## src/trig_defs.svh

```systemverilog
`ifndef TRIG_DEFS_SVH
`define TRIG_DEFS_SVH

// ****************************************
// Register offsets (byte addresses)
// ****************************************
`define OFF_CTRL      8'h00
`define OFF_CMD       8'h04
`define OFF_HOLDOFF   8'h08
`define OFF_PERIOD    8'h0c
`define OFF_MINPER    8'h10
`define OFF_EXPOSURE  8'h14
`define OFF_STATUS    8'h18
`define OFF_OVERCNT   8'h1c

// ****************************************
// Control field positions
// ****************************************
`define CTRL_LEGACY     0
`define CTRL_ACQ_TRIG   1
`define CTRL_CONT       2
`define CTRL_RATE_EN    3
`define CTRL_FS_TRIG    4
`define CTRL_FS_SW      5
`define CTRL_FALLING    6
`define CTRL_WIDTH_EXP  7
`define CTRL_W          8

// ****************************************
// Command bits
// ****************************************
`define CMD_START  0
`define CMD_STOP   1
`define CMD_SWTRIG 2

// ****************************************
// Reset values
// ****************************************
`define CTRL_RESET      8'h01
`define HOLDOFF_RESET   32'h0000_0000
`define PERIOD_RESET    32'h0000_0000
`define MINPER_RESET    32'h0000_0064
`define EXPOSURE_RESET  32'h0000_0064

// ****************************************
// Timing
// ****************************************
`define CLK_MHZ       10
`define US_NS         1000
`define CLK_NS        100
`define TICK_CYCLES   (`US_NS / `CLK_NS)

`endif

```

## src/trig_pkg.sv

```systemverilog
package trig_pkg;
  typedef enum logic [1:0] {
    ST_IDLE,
    ST_WAIT,
    ST_EXPOSE
  } acq_state_t;
endpackage

```

## src/frame_trigger_sequencer.sv

```systemverilog
// The register addresses and the Avalon-MM register port were left to the implementer.
`timescale 1ns/1ps
`include "trig_defs.svh"

module frame_trigger_sequencer
  import trig_pkg::*;
#(
  parameter int DW = 32
) (
  input  wire logic          core_clk,
  input  wire logic          rst_n,
  input  wire logic [7:0]    avs_address,
  input  wire logic          avs_read,
  input  wire logic          avs_write,
  input  wire logic [31:0]   avs_writedata,
  input  wire logic [3:0]    avs_byteenable,
  output logic [31:0]        avs_readdata,
  output logic               avs_waitrequest,
  input  wire logic          external_frame_trigger_in,
  output logic               exposure_active,
  output logic               frame_start,
  output logic               overtrigger
);
  // ****************************************
  // Registers
  // ****************************************
  logic [`CTRL_W-1:0] ctrl_q;
  logic [DW-1:0]      trigger_holdoff_us;
  logic [DW-1:0]      frame_rate_setting;
  logic [DW-1:0]      min_period_q;
  logic [DW-1:0]      exposure_duration_setting;
  logic [15:0]        over_cnt_q;
  logic               ack_q;
  logic [31:0]        rdata_q;

  logic trigger_on_off_select;
  logic capture_mode_select;
  logic frame_rate_limit_enable;
  logic fs_trig_on;
  logic trigger_origin_select;
  logic trigger_edge_select;
  logic exposure_control_select;
  assign trigger_on_off_select   = ctrl_q[`CTRL_ACQ_TRIG];
  assign capture_mode_select     = ctrl_q[`CTRL_CONT];
  assign frame_rate_limit_enable = ctrl_q[`CTRL_RATE_EN];
  assign fs_trig_on              = ctrl_q[`CTRL_FS_TRIG];
  assign trigger_origin_select   = ctrl_q[`CTRL_FS_SW];
  assign trigger_edge_select     = ctrl_q[`CTRL_FALLING];
  assign exposure_control_select = ctrl_q[`CTRL_WIDTH_EXP];

  // ****************************************
  // Bus decode
  // ****************************************
  // One wait cycle per access keeps read data registered
  wire acc      = (avs_read || avs_write) && !ack_q;
  wire wr_fire  = avs_write && ack_q;
  wire sel_ctrl = (avs_address == `OFF_CTRL);
  wire sel_cmd  = (avs_address == `OFF_CMD);
  wire sel_hold = (avs_address == `OFF_HOLDOFF);
  wire sel_per  = (avs_address == `OFF_PERIOD);
  wire sel_min  = (avs_address == `OFF_MINPER);
  wire sel_exp  = (avs_address == `OFF_EXPOSURE);
  wire cmd_start = wr_fire && sel_cmd && avs_byteenable[0] && avs_writedata[`CMD_START];
  wire cmd_stop  = wr_fire && sel_cmd && avs_byteenable[0] && avs_writedata[`CMD_STOP];
  wire cmd_sw    = wr_fire && sel_cmd && avs_byteenable[0] && avs_writedata[`CMD_SWTRIG];

  assign avs_waitrequest = (avs_read || avs_write) && !ack_q;
  assign avs_readdata    = rdata_q;

  function automatic logic [31:0] merge(input logic [31:0] old, input logic [31:0] nw,
                                        input logic [3:0] be);
    logic [31:0] r;
    r = old;
    for (int i = 0; i < 4; i++) begin
      if (be[i]) begin
        r[i*8 +: 8] = nw[i*8 +: 8];
      end
    end
    return r;
  endfunction

  // ****************************************
  // Sequencer state
  // ****************************************
  acq_state_t    st_q;
  logic          armed_q;
  logic          single_done_q;
  logic [DW-1:0] delay_q;
  logic          delay_run_q;
  logic [DW-1:0] per_q;
  logic [DW-1:0] exp_q;
  logic [3:0]    tick_q;
  logic [3:0]    exp_sub_q;
  logic          tick;
  logic          width_mode_q;

  logic line_rise;
  logic line_fall;

  edge_sync u_sync (
    .core_clk (core_clk),
    .rst_n    (rst_n),
    .pin_in   (external_frame_trigger_in),
    .level    (),
    .rise     (line_rise),
    .fall     (line_fall)
  );

  wire [31:0] status_word = {28'h0, exposure_active, armed_q,
                             st_q == ST_WAIT, ctrl_q[`CTRL_LEGACY]};

  wire hw_edge  = trigger_edge_select ? line_fall : line_rise;
  wire hw_end   = trigger_edge_select ? line_rise : line_fall;
  // Acquisition trigger behaves as the frame start trigger
  wire ext_mode = trigger_on_off_select || fs_trig_on;
  wire use_delay = ext_mode && !trigger_origin_select
                   && (trigger_holdoff_us != '0);
  wire ext_req  = ext_mode && (trigger_origin_select ? cmd_sw : hw_edge);
  // Fires on the tick after the count reaches zero, so the holdoff is never shorter than set
  wire delay_done = delay_run_q && tick && (delay_q == '0);
  wire ext_fire = use_delay ? delay_done : (ext_req && !delay_run_q);
  // Period never shorter than the allowed minimum
  wire [DW-1:0] eff_period = (frame_rate_limit_enable && frame_rate_setting > min_period_q)
                             ? frame_rate_setting : min_period_q;
  wire int_fire = !ext_mode && armed_q && (per_q == '0)
                  && !(single_done_q && !capture_mode_select);
  // Rate limit only feeds the internal generator; line edges pace frames directly
  wire trig     = ext_mode ? ext_fire : int_fire;
  wire take     = trig && (st_q == ST_WAIT);
  // The internal generator waits out an exposure, so only outside triggers overrun
  wire over_ev  = ext_mode && ext_fire && (st_q == ST_EXPOSE);

  assign tick = (tick_q == 4'(`TICK_CYCLES - 1));
  // Exposure has its own prescaler, restarted at the trigger, so a timed
  // exposure is not cut short by the phase of the shared tick
  wire exp_tick = (exp_sub_q == 4'(`TICK_CYCLES - 1));

  // ****************************************
  // Register writes
  // ****************************************
  always_ff @(posedge core_clk or negedge rst_n) begin
    if (!rst_n) begin
      ctrl_q                    <= `CTRL_RESET;
      trigger_holdoff_us        <= `HOLDOFF_RESET;
      frame_rate_setting        <= `PERIOD_RESET;
      min_period_q              <= `MINPER_RESET;
      exposure_duration_setting <= `EXPOSURE_RESET;
      ack_q                     <= 1'b0;
      rdata_q                   <= 32'h0;
    end else begin
      ack_q <= acc;
      if (wr_fire && sel_ctrl && avs_byteenable[0]) begin
        ctrl_q <= avs_writedata[`CTRL_W-1:0];
      end
      if (wr_fire && sel_hold) begin
        trigger_holdoff_us <= merge(trigger_holdoff_us, avs_writedata, avs_byteenable);
      end
      if (wr_fire && sel_per) begin
        frame_rate_setting <= merge(frame_rate_setting, avs_writedata, avs_byteenable);
      end
      if (wr_fire && sel_min) begin
        min_period_q <= merge(min_period_q, avs_writedata, avs_byteenable);
      end
      if (wr_fire && sel_exp) begin
        exposure_duration_setting <= merge(exposure_duration_setting, avs_writedata,
                                           avs_byteenable);
      end
      if (acc && avs_read) begin
        if (sel_ctrl) begin
          rdata_q <= {24'h0, ctrl_q};
        end else if (sel_hold) begin
          rdata_q <= trigger_holdoff_us;
        end else if (sel_per) begin
          rdata_q <= frame_rate_setting;
        end else if (sel_min) begin
          rdata_q <= min_period_q;
        end else if (sel_exp) begin
          rdata_q <= exposure_duration_setting;
        end else if (avs_address == `OFF_STATUS) begin
          rdata_q <= status_word;
        end else if (avs_address == `OFF_OVERCNT) begin
          rdata_q <= {16'h0, over_cnt_q};
        end else begin
          rdata_q <= 32'h0;
        end
      end
    end
  end

  // ****************************************
  // Microsecond tick and holdoff counter
  // ****************************************
  always_ff @(posedge core_clk or negedge rst_n) begin
    if (!rst_n) begin
      tick_q      <= 4'h0;
      delay_q     <= '0;
      delay_run_q <= 1'b0;
    end else begin
      tick_q <= tick ? 4'h0 : tick_q + 4'h1;
      if (!use_delay || cmd_stop) begin
        delay_run_q <= 1'b0;
      end else if (ext_req && !delay_run_q) begin
        // Edges during a running holdoff are not queued
        delay_q     <= trigger_holdoff_us;
        delay_run_q <= 1'b1;
      end else if (delay_run_q && tick) begin
        if (delay_done) begin
          delay_run_q <= 1'b0;
        end else begin
          delay_q <= delay_q - 1'b1;
        end
      end
    end
  end

  // ****************************************
  // Acquisition state and internal generator
  // ****************************************
  always_ff @(posedge core_clk or negedge rst_n) begin
    if (!rst_n) begin
      st_q          <= ST_IDLE;
      armed_q       <= 1'b0;
      single_done_q <= 1'b0;
      per_q         <= '0;
      exp_q         <= '0;
      exp_sub_q     <= 4'h0;
      width_mode_q  <= 1'b0;
      over_cnt_q    <= 16'h0;
    end else begin
      if (over_ev) begin
        over_cnt_q <= over_cnt_q + 16'h1;
      end
      exp_sub_q <= exp_tick ? 4'h0 : exp_sub_q + 4'h1;
      if (tick && per_q != '0) begin
        per_q <= per_q - 1'b1;
      end
      if (take && !ext_mode) begin
        per_q         <= eff_period;
        single_done_q <= 1'b1;
      end
      case (st_q)
        ST_IDLE: begin
          if (cmd_start) begin
            st_q          <= ST_WAIT;
            armed_q       <= 1'b1;
            single_done_q <= 1'b0;
            per_q         <= '0;
          end
        end
        ST_WAIT: begin
          if (cmd_stop || (!ext_mode && !capture_mode_select && single_done_q)) begin
            st_q    <= ST_IDLE;
            armed_q <= 1'b0;
          end else if (take) begin
            st_q <= ST_EXPOSE;
            // Width exposure only for hardware line triggers
            width_mode_q <= exposure_control_select && ext_mode && !trigger_origin_select;
            exp_q        <= exposure_duration_setting;
            exp_sub_q    <= 4'h0;
          end
        end
        ST_EXPOSE: begin
          if (width_mode_q) begin
            if (hw_end || cmd_stop) begin
              st_q <= cmd_stop ? ST_IDLE : ST_WAIT;
            end
          end else if (exp_tick) begin
            if (exp_q <= {{(DW-1){1'b0}}, 1'b1}) begin
              st_q <= ST_WAIT;
            end else begin
              exp_q <= exp_q - 1'b1;
            end
          end
          if (cmd_stop) begin
            armed_q <= 1'b0;
            st_q    <= ST_IDLE;
          end
        end
        default: st_q <= ST_IDLE;
      endcase
    end
  end

  // ****************************************
  // Outputs
  // ****************************************
  logic fs_q;
  logic ov_q;
  always_ff @(posedge core_clk or negedge rst_n) begin
    if (!rst_n) begin
      fs_q <= 1'b0;
      ov_q <= 1'b0;
    end else begin
      fs_q <= take && !(st_q == ST_WAIT && cmd_stop);
      ov_q <= over_ev;
    end
  end

  assign frame_start     = fs_q;
  assign overtrigger     = ov_q;
  assign exposure_active = (st_q == ST_EXPOSE);
endmodule // frame_trigger_sequencer

```

## src/edge_sync.sv

```systemverilog
`timescale 1ns/1ps
`include "trig_defs.svh"

// Three-stage pin synchroniser; an edge counts once stages two and three agree.
module edge_sync (
  input  wire logic core_clk,
  input  wire logic rst_n,
  input  wire logic pin_in,
  output logic      level,
  output logic      rise,
  output logic      fall
);
  logic s1_q;
  logic s2_q;
  logic s3_q;
  logic lvl_q;

  always_ff @(posedge core_clk or negedge rst_n) begin
    if (!rst_n) begin
      s1_q  <= 1'b0;
      s2_q  <= 1'b0;
      s3_q  <= 1'b0;
      lvl_q <= 1'b0;
    end else begin
      s1_q <= pin_in;
      s2_q <= s1_q;
      s3_q <= s2_q;
      if (s2_q == s3_q) begin
        lvl_q <= s3_q;
      end
    end
  end

  assign level = lvl_q;
  assign rise  = (s2_q == s3_q) && s3_q && !lvl_q;
  assign fall  = (s2_q == s3_q) && !s3_q && lvl_q;
endmodule // edge_sync

```

## config.mk

```make
export PLATFORM = sky130hd
export DESIGN_NAME = frame_trigger_sequencer
export DESIGN_NICKNAME = d
export VERILOG_FILES = /design/src/trig_pkg.sv /design/src/frame_trigger_sequencer.sv /design/src/edge_sync.sv
export VERILOG_INCLUDE_DIRS = /design/src
export SDC_FILE = /design/constraint.sdc
export NUM_CORES = 1
export LEC_CHECK = 0
export BUFFER_PORTS_ARGS = -buffer_cell sky130_fd_sc_hd__buf_2
export CORE_UTILIZATION = 48
export DETAILED_ROUTE_END_ITERATION = 12
export HOLD_SLACK_MARGIN = 0.08
export PLACE_DENSITY = 0.76
export SLEW_MARGIN = 20
export SYNTH_ARGS = -nofsm -noshare
export SYNTH_HDL_FRONTEND = slang
export SYNTH_SLANG_ARGS = --single-unit
export TNS_END_PERCENT = 5
```

## constraint.sdc

```tcl
create_clock -name core_clk -period 2.8 [get_ports core_clk]
set_input_delay 0.14 -clock core_clk [delete_from_list [all_inputs] [get_ports core_clk]]
set_output_delay 0.14 -clock core_clk [all_outputs]
set_load 0.02 [all_outputs]
```

* Yosys cells after proc, flatten, opt, wreduce, memory -nomap -nowiden
Index checks and enable logic that the tools add are counted.
** Cells by class
- $add $sub $neg :: 6
- Order comparisons :: 2
- Equality and inequality tests :: 25
- Muxes and demuxes :: 51
- Bitwise gates (word level) :: 2
- Reductions and logical operators :: 88
** Operators by type and width (number)
- $mux W32 :: 18
- $sub A32 B1 Y32 const B :: 3
- $logic_not A32 Y1 :: 2
- $pmux W32 S2 :: 1
- $reduce_bool A32 Y1 :: 2
- $logic_and A1 B1 Y1 :: 40
- $reduce_and A2 Y1 :: 17
- $eq A8 B5 Y1 const B :: 4
- $gt A32 B32 Y1 :: 1
- $le A32 B1 Y1 const B :: 1
- $mux W16 :: 2
- $mux W4 :: 5
- $add A16 B1 Y16 const B :: 1
- $eq A8 B4 Y1 const B :: 2
- $mux W2 :: 8
- $mux W1 :: 15
- $logic_not A1 Y1 :: 10
- $ne A2 B1 Y1 const B :: 5
- $reduce_bool A3 Y1 :: 3
- $add A4 B1 Y4 const B :: 2
- $eq A4 B4 Y1 const B :: 2
- $eq A8 B3 Y1 const B :: 1
- $logic_not A8 Y1 :: 1
- $ne A2 B2 Y1 const B :: 4
- 16 further kinds :: 24
** Word-level totals
- Bits in registers :: 301
- Input bits :: 49
- Word-level logic and storage cells :: 210

* Depth between registers and ports, before layout
- Word-level depth :: 14
- Mapped depth :: 11
- Mapped depth without buffers :: 9

* Modules after synthesis
A second synthesis with hierarchy kept.
** Second synthesis, totals
- Cell total of the unflattened synthesis :: 1581
- Area total of the unflattened synthesis :: 16115.5 sq um
** Modules (own cells, without submodules)
- frame_trigger_sequencer :: times used 1, cells an instance 1570, area an instance 15955.3 sq um, sequential area each 7440.9 sq um
- edge_sync :: times used 1, cells an instance 11, area an instance 160.2 sq um, sequential area each 100.1 sq um

* Worst setup path before layout
OpenSTA, ideal clock, no wires.
- Path type :: reg2reg
- Start point :: register delay_q[16]
- End point :: register exp_q[7]
- Setup time :: 0.137 ns
- Arrival :: 2.817 ns
- Required time :: 2.663 ns
- Slack :: -0.154 ns
- Stages on the path, launching flop included :: 10
- Clock period less this slack :: 2.954 ns
- Cells stage by stage :: dfrtp_1 or4_1 or4_4 or4_1 mux2i_4 buf_6 o21bai_2 buf_2 o22ai_1 a21oi_1
** Between the ends
- Word-level cells in the longest chain between the ends :: 7
** RTL lines
- start, declared :: RTL line frame_trigger_sequencer.sv:88 : logic [DW-1:0] delay_q;
- start signal, assigned :: RTL line frame_trigger_sequencer.sv:204 : delay_q <= trigger_holdoff_us;
- start signal, assigned :: RTL line frame_trigger_sequencer.sv:210 : delay_q <= delay_q - 1'b1;
- $logic_not A32 Y1 :: RTL line frame_trigger_sequencer.sv:120 : wire delay_done = delay_run_q && tick && (delay_q == '0);
- $logic_and A1 B1 Y1 :: RTL line frame_trigger_sequencer.sv:120
- $mux W1 :: RTL line frame_trigger_sequencer.sv:121 : wire ext_fire = use_delay ? delay_done : (ext_req && !delay_run_q);
- $mux W1 :: RTL line frame_trigger_sequencer.sv:128 : wire trig = ext_mode ? ext_fire : int_fire;
- $logic_and A1 B1 Y1 :: RTL line frame_trigger_sequencer.sv:129 : wire take = trig && (st_q == ST_WAIT);
- $ne A2 B1 Y1 (no line)
- $reduce_and A6 Y1 (no line)
- end signal, assigned :: RTL line frame_trigger_sequencer.sv:258 : exp_q <= exposure_duration_setting;
- end signal, assigned :: RTL line frame_trigger_sequencer.sv:271 : exp_q <= exp_q - 1'b1;
- end, declared :: RTL line frame_trigger_sequencer.sv:91 : logic [DW-1:0] exp_q;
Every way passes these cells.
A chain may end at the register's enable or synchronous reset.

* Worst setup path after layout
- Start point :: register delay_q[17]
- End point :: register over_cnt_q[13]
** Between the ends
- Word-level cells in the longest chain between the ends :: 5
** RTL lines
- $logic_not A32 Y1 :: RTL line frame_trigger_sequencer.sv:120
- $logic_and A1 B1 Y1 :: RTL line frame_trigger_sequencer.sv:120
- $mux W1 :: RTL line frame_trigger_sequencer.sv:121
- $logic_and A1 B1 Y1 (2 in a row) :: RTL line frame_trigger_sequencer.sv:131 : wire over_ev = ext_mode && ext_fire && (st_q == ST_EXPOSE);
- end signal, assigned :: RTL line frame_trigger_sequencer.sv:231 : over_cnt_q <= over_cnt_q + 16'h1;
- end, declared :: RTL line frame_trigger_sequencer.sv:32 : logic [15:0] over_cnt_q;
Every way passes these cells.

==> impl_results.md <==
* Setup Crit Path Kind: flip-flop to flip-flop
* Cell Chain, Critical Path: or4_4, or4_4, or4_4, mux2i_4, buf_12, buf_8, nand4_4, nor2_2, xor2_1
* Synth cell types at 73
* #FFs+latches synth at 301
* Drt pass-1 iters at 7
* Final non-filler cell total at 2274
* Layout cells sized above 1 at 0.293
* Pin count of the biggest net entering global routing at 83
* CTS tree: built
* Starting DRT DRC Count at 1390
* Family with the most delay on the worst path: simple AND/OR/NAND/NOR gates
* PortBufs at 84
* Vias in the first global route at 14100
* Worst setup EP type: flip-flop
* Fillers at 2500
* Worst path required time at 3.22 ns
* Crit path buf inv count at 2
* Max VDD drop at 0.000592 V
* Min-delay worst type: input pin to flip-flop
* Final TNS setup at -5.38 ns
* Post-synth ARST share at 1.00
* Final core occ at 0.614
* LEAKAGE at 8.68 nW
* First-pass GRT wire length at 76.6 mm
* Clk_skew at 0.0197 ns
* Placed cell count at 2170
* Final cycle utilization of the critical path at 1.06
* Nets at 1901
* Cell area after synthesis at 0.0158 sq mm
* H-tree depth at 2
* Synthesized Nets at 1652
* Most used cell, CP: or4_4
* EDFF count, synth at 0
* Total track usage at 0.291
* Horiz. Die Dim at 183 um
* Die area at 0.0336 sq mm
* Crit path setup slack, layout at -0.160 ns
* Count of pins over their slew limit at 0
* Synth warn at 0
* Slew @ Worst Pin at 0.693 ns
* Register area share after synthesis at 0.477
* Worst slew margin at 0.535
* Most frequent cells in the layout: dfrtp_1, buf_4, mux2_2, nor2_1, buf_2
* Core area at 0.0325 sq mm
* Row count at 66
* Hold path cells at 4
* Antenna viol nets, final at 0
* Reg area at 0.00754 sq mm
* Vias per cell at 6.30
* Syn Area/Cell at 10.1 sq um
* # DRC at 0
* Clk slew on worst S/H paths at 0.06 ns
* HPWL after detailed placement at 34.5 mm
* Io pins at 85
* Slowest cell on crit path: or4_4
* Status: finished, violations left
* Sink Count at 301
* GP Congestion at 0.933
* Worst r2r src: delay_q[17]
* Inserted Clock Buffers at 34
* Crit start category: flip-flop
* Congestion Overflow GR at 0
* Root buffer cell: clkbuf_16
* Crit Reg-Reg Endpoint: over_cnt_q[13]
* Area growth, synth to finish at 26.2%
* Max FO, Critical Path at 7
* DRT Wirelength at 49.4 mm
* Die Span Y at 183 um
* FMAX at 338 MHz
* Clock latency on the worst-skew pair at 0.52 ns
* Min Tclk post-route at 2.96 ns
* Hold Crit Endpoint: ack_q
* Min-delay src: avs_write
* FF-to-FF path depth at 9
* Hold Vio Cnt, Final at 0
* # setup viols final at 61
* Crit path DAT at 3.38 ns
* WL per Instance at 21.7 um
* Synth Flop Type: dfrtp_1
* Failing checks: negative setup slack
* Max Buffers Root-to-Sink at 3
* CP peak stage delay at 0.55 ns
* Setup slack, reg-to-reg at -0.16 ns
* Initial core utilization at 0.487
* Pwr Density at 531 mW/mm^2
* MaxCap Viol Count at 0
* Multi-input combinational cell area at 0.00817 sq mm
* Cells after Synth at 1558
* Most common cell after layout, fill and taps aside: dfrtp_1
* Vias post-DR at 14300
* Antenna cell count at 0
* Initial antenna violation count at 3
* RSZ-0062 raised after global routing: true
[layout make-up]
class / count / share of cell area
Inverter: 66 / 0.0124
Clock buffer: 48 / 0.0489
Sequential cell: 301 / 0.378
Tap cell: 442 / 0.0277
Multi-Input combinational cell: 1116 / 0.410
Clock inverter: 13 / 0.00847
Timing Repair Buffer: 288 / 0.114
[registers in the layout, indices dropped and copies added (netlist names), 2 cells and up]
| signal | cells |
|---|---|
| trigger_holdoff_us | 32 |
| exp_sub_q | 4 |
| avs_readdata | 32 |
| tick_q | 4 |
| exposure_duration_setting | 32 |
| exp_q | 32 |
| ctrl_q | 8 |
| over_cnt_q | 16 |
| delay_q | 32 |
| per_q | 32 |
| frame_rate_setting | 32 |
| min_period_q | 32 |
| st_q | 2 |
[synthesized netlist by cell type, drive strengths merged (8+ instances only)]
master,instances,area share
clkbuf,59,0.014
ha,45,0.036
nor3,51,0.018
mux2i,35,0.023
nand3,50,0.016
mux2,135,0.096
nor2,130,0.031
nor4,38,0.015
o22ai,73,0.029
a31oi,31,0.012
xor2,21,0.012
nand2b,8,0.0032
a22oi,59,0.028
a21oi,81,0.026
inv,65,0.015
dfrtp,294,0.47
or3,14,0.0055
and3,14,0.0055
a222oi,11,0.0070
xnor2,27,0.015
or4,11,0.0055
nand2,82,0.020
buf,16,0.0054
o21ai,82,0.026
nand4,21,0.0093
[logic make-up (layout without fill, tap and decap cells)]
kind of cell	Yosys count	in the layout	share of synthesized area
multiplexers	170	170	0.119
AO/OA/AOI/OAI	398	398	0.160
XOR/XNOR	48	48	0.0266
flip-flops	301	301	0.477
adder cells (fa/ha/maj)	45	45	0.0356
AND/OR/NAND/NOR	455	455	0.146
buffers and inverters	141	415	0.0351
[where the power goes]
group | leakage (nW) | switching, mW | internal, mW
clock network | 0.569 | 1.82 | 2.80
logic | 4.45 | 0.746 | 0.505
registers | 3.66 | 0.166 | 4.54
[how the worst max path moves through the flow]
| stage | startpoint | end | slack, ns | depth (start not counted) |
|---|---|---|---|---|
| after detailed placement | delay_q[17] | over_cnt_q[13] | -0.18 | 9 |
| after floorplan | delay_q[14] | exp_q[11] | -0.03 | 9 |
| after global routing | delay_q[17] | over_cnt_q[15] | -0.25 | 9 |
| after CTS | delay_q[17] | over_cnt_q[9] | -0.20 | 9 |
| after global placement | delay_q[17] | exp_q[18] | -0.11 | 9 |
| final | delay_q[17] | over_cnt_q[13] | -0.16 | 9 |
[metal layers]
metal | global-route usage | up-vias | share of wire
li1 | - | 6322 | -
met5 | 0 | - | 0.00055
met2 | 0.465 | 748 | 0.47
met1 | 0.377 | 7090 | 0.39
met3 | 0.0594 | 173 | 0.088
met4 | 0.145 | 4 | 0.049
[worst register-to-register path, delay by kind of cell (launching register included)]
family	cells	cell delay, ns
buf+inv	2	0.27
mux	1	0.18
xor+xnor	1	0.20
flops	1	0.38
simple gates	5	1.85
[metrics by stage]
step           worst slack, ns  instance area [sq um]  hold slack [ns]  total power, mW
5_1_grt                 -0.251                  19900            0.174             10.9
4_1_cts                 -0.198                  19500            0.128             10.5
2_1_floorplan          -0.0304                  15800           -0.156             5.33
3_3_place_gp            -0.111                  17900            0.187             5.85
3_5_place_dp            -0.184                  17900            0.191             5.89
6_report                -0.160                  19900            0.137             10.6
[timing repair]
action	4_1_cts	5_1_grt
hold buffers	35	0
gates cloned	0	0
setup endpoints to repair	70	113
endpoints found under the hold margin	216	0
pin swaps	7	16
setup buffers	6	2
gates resized for setup	20	87
Note: power is estimated with default switching activity, not from simulation.
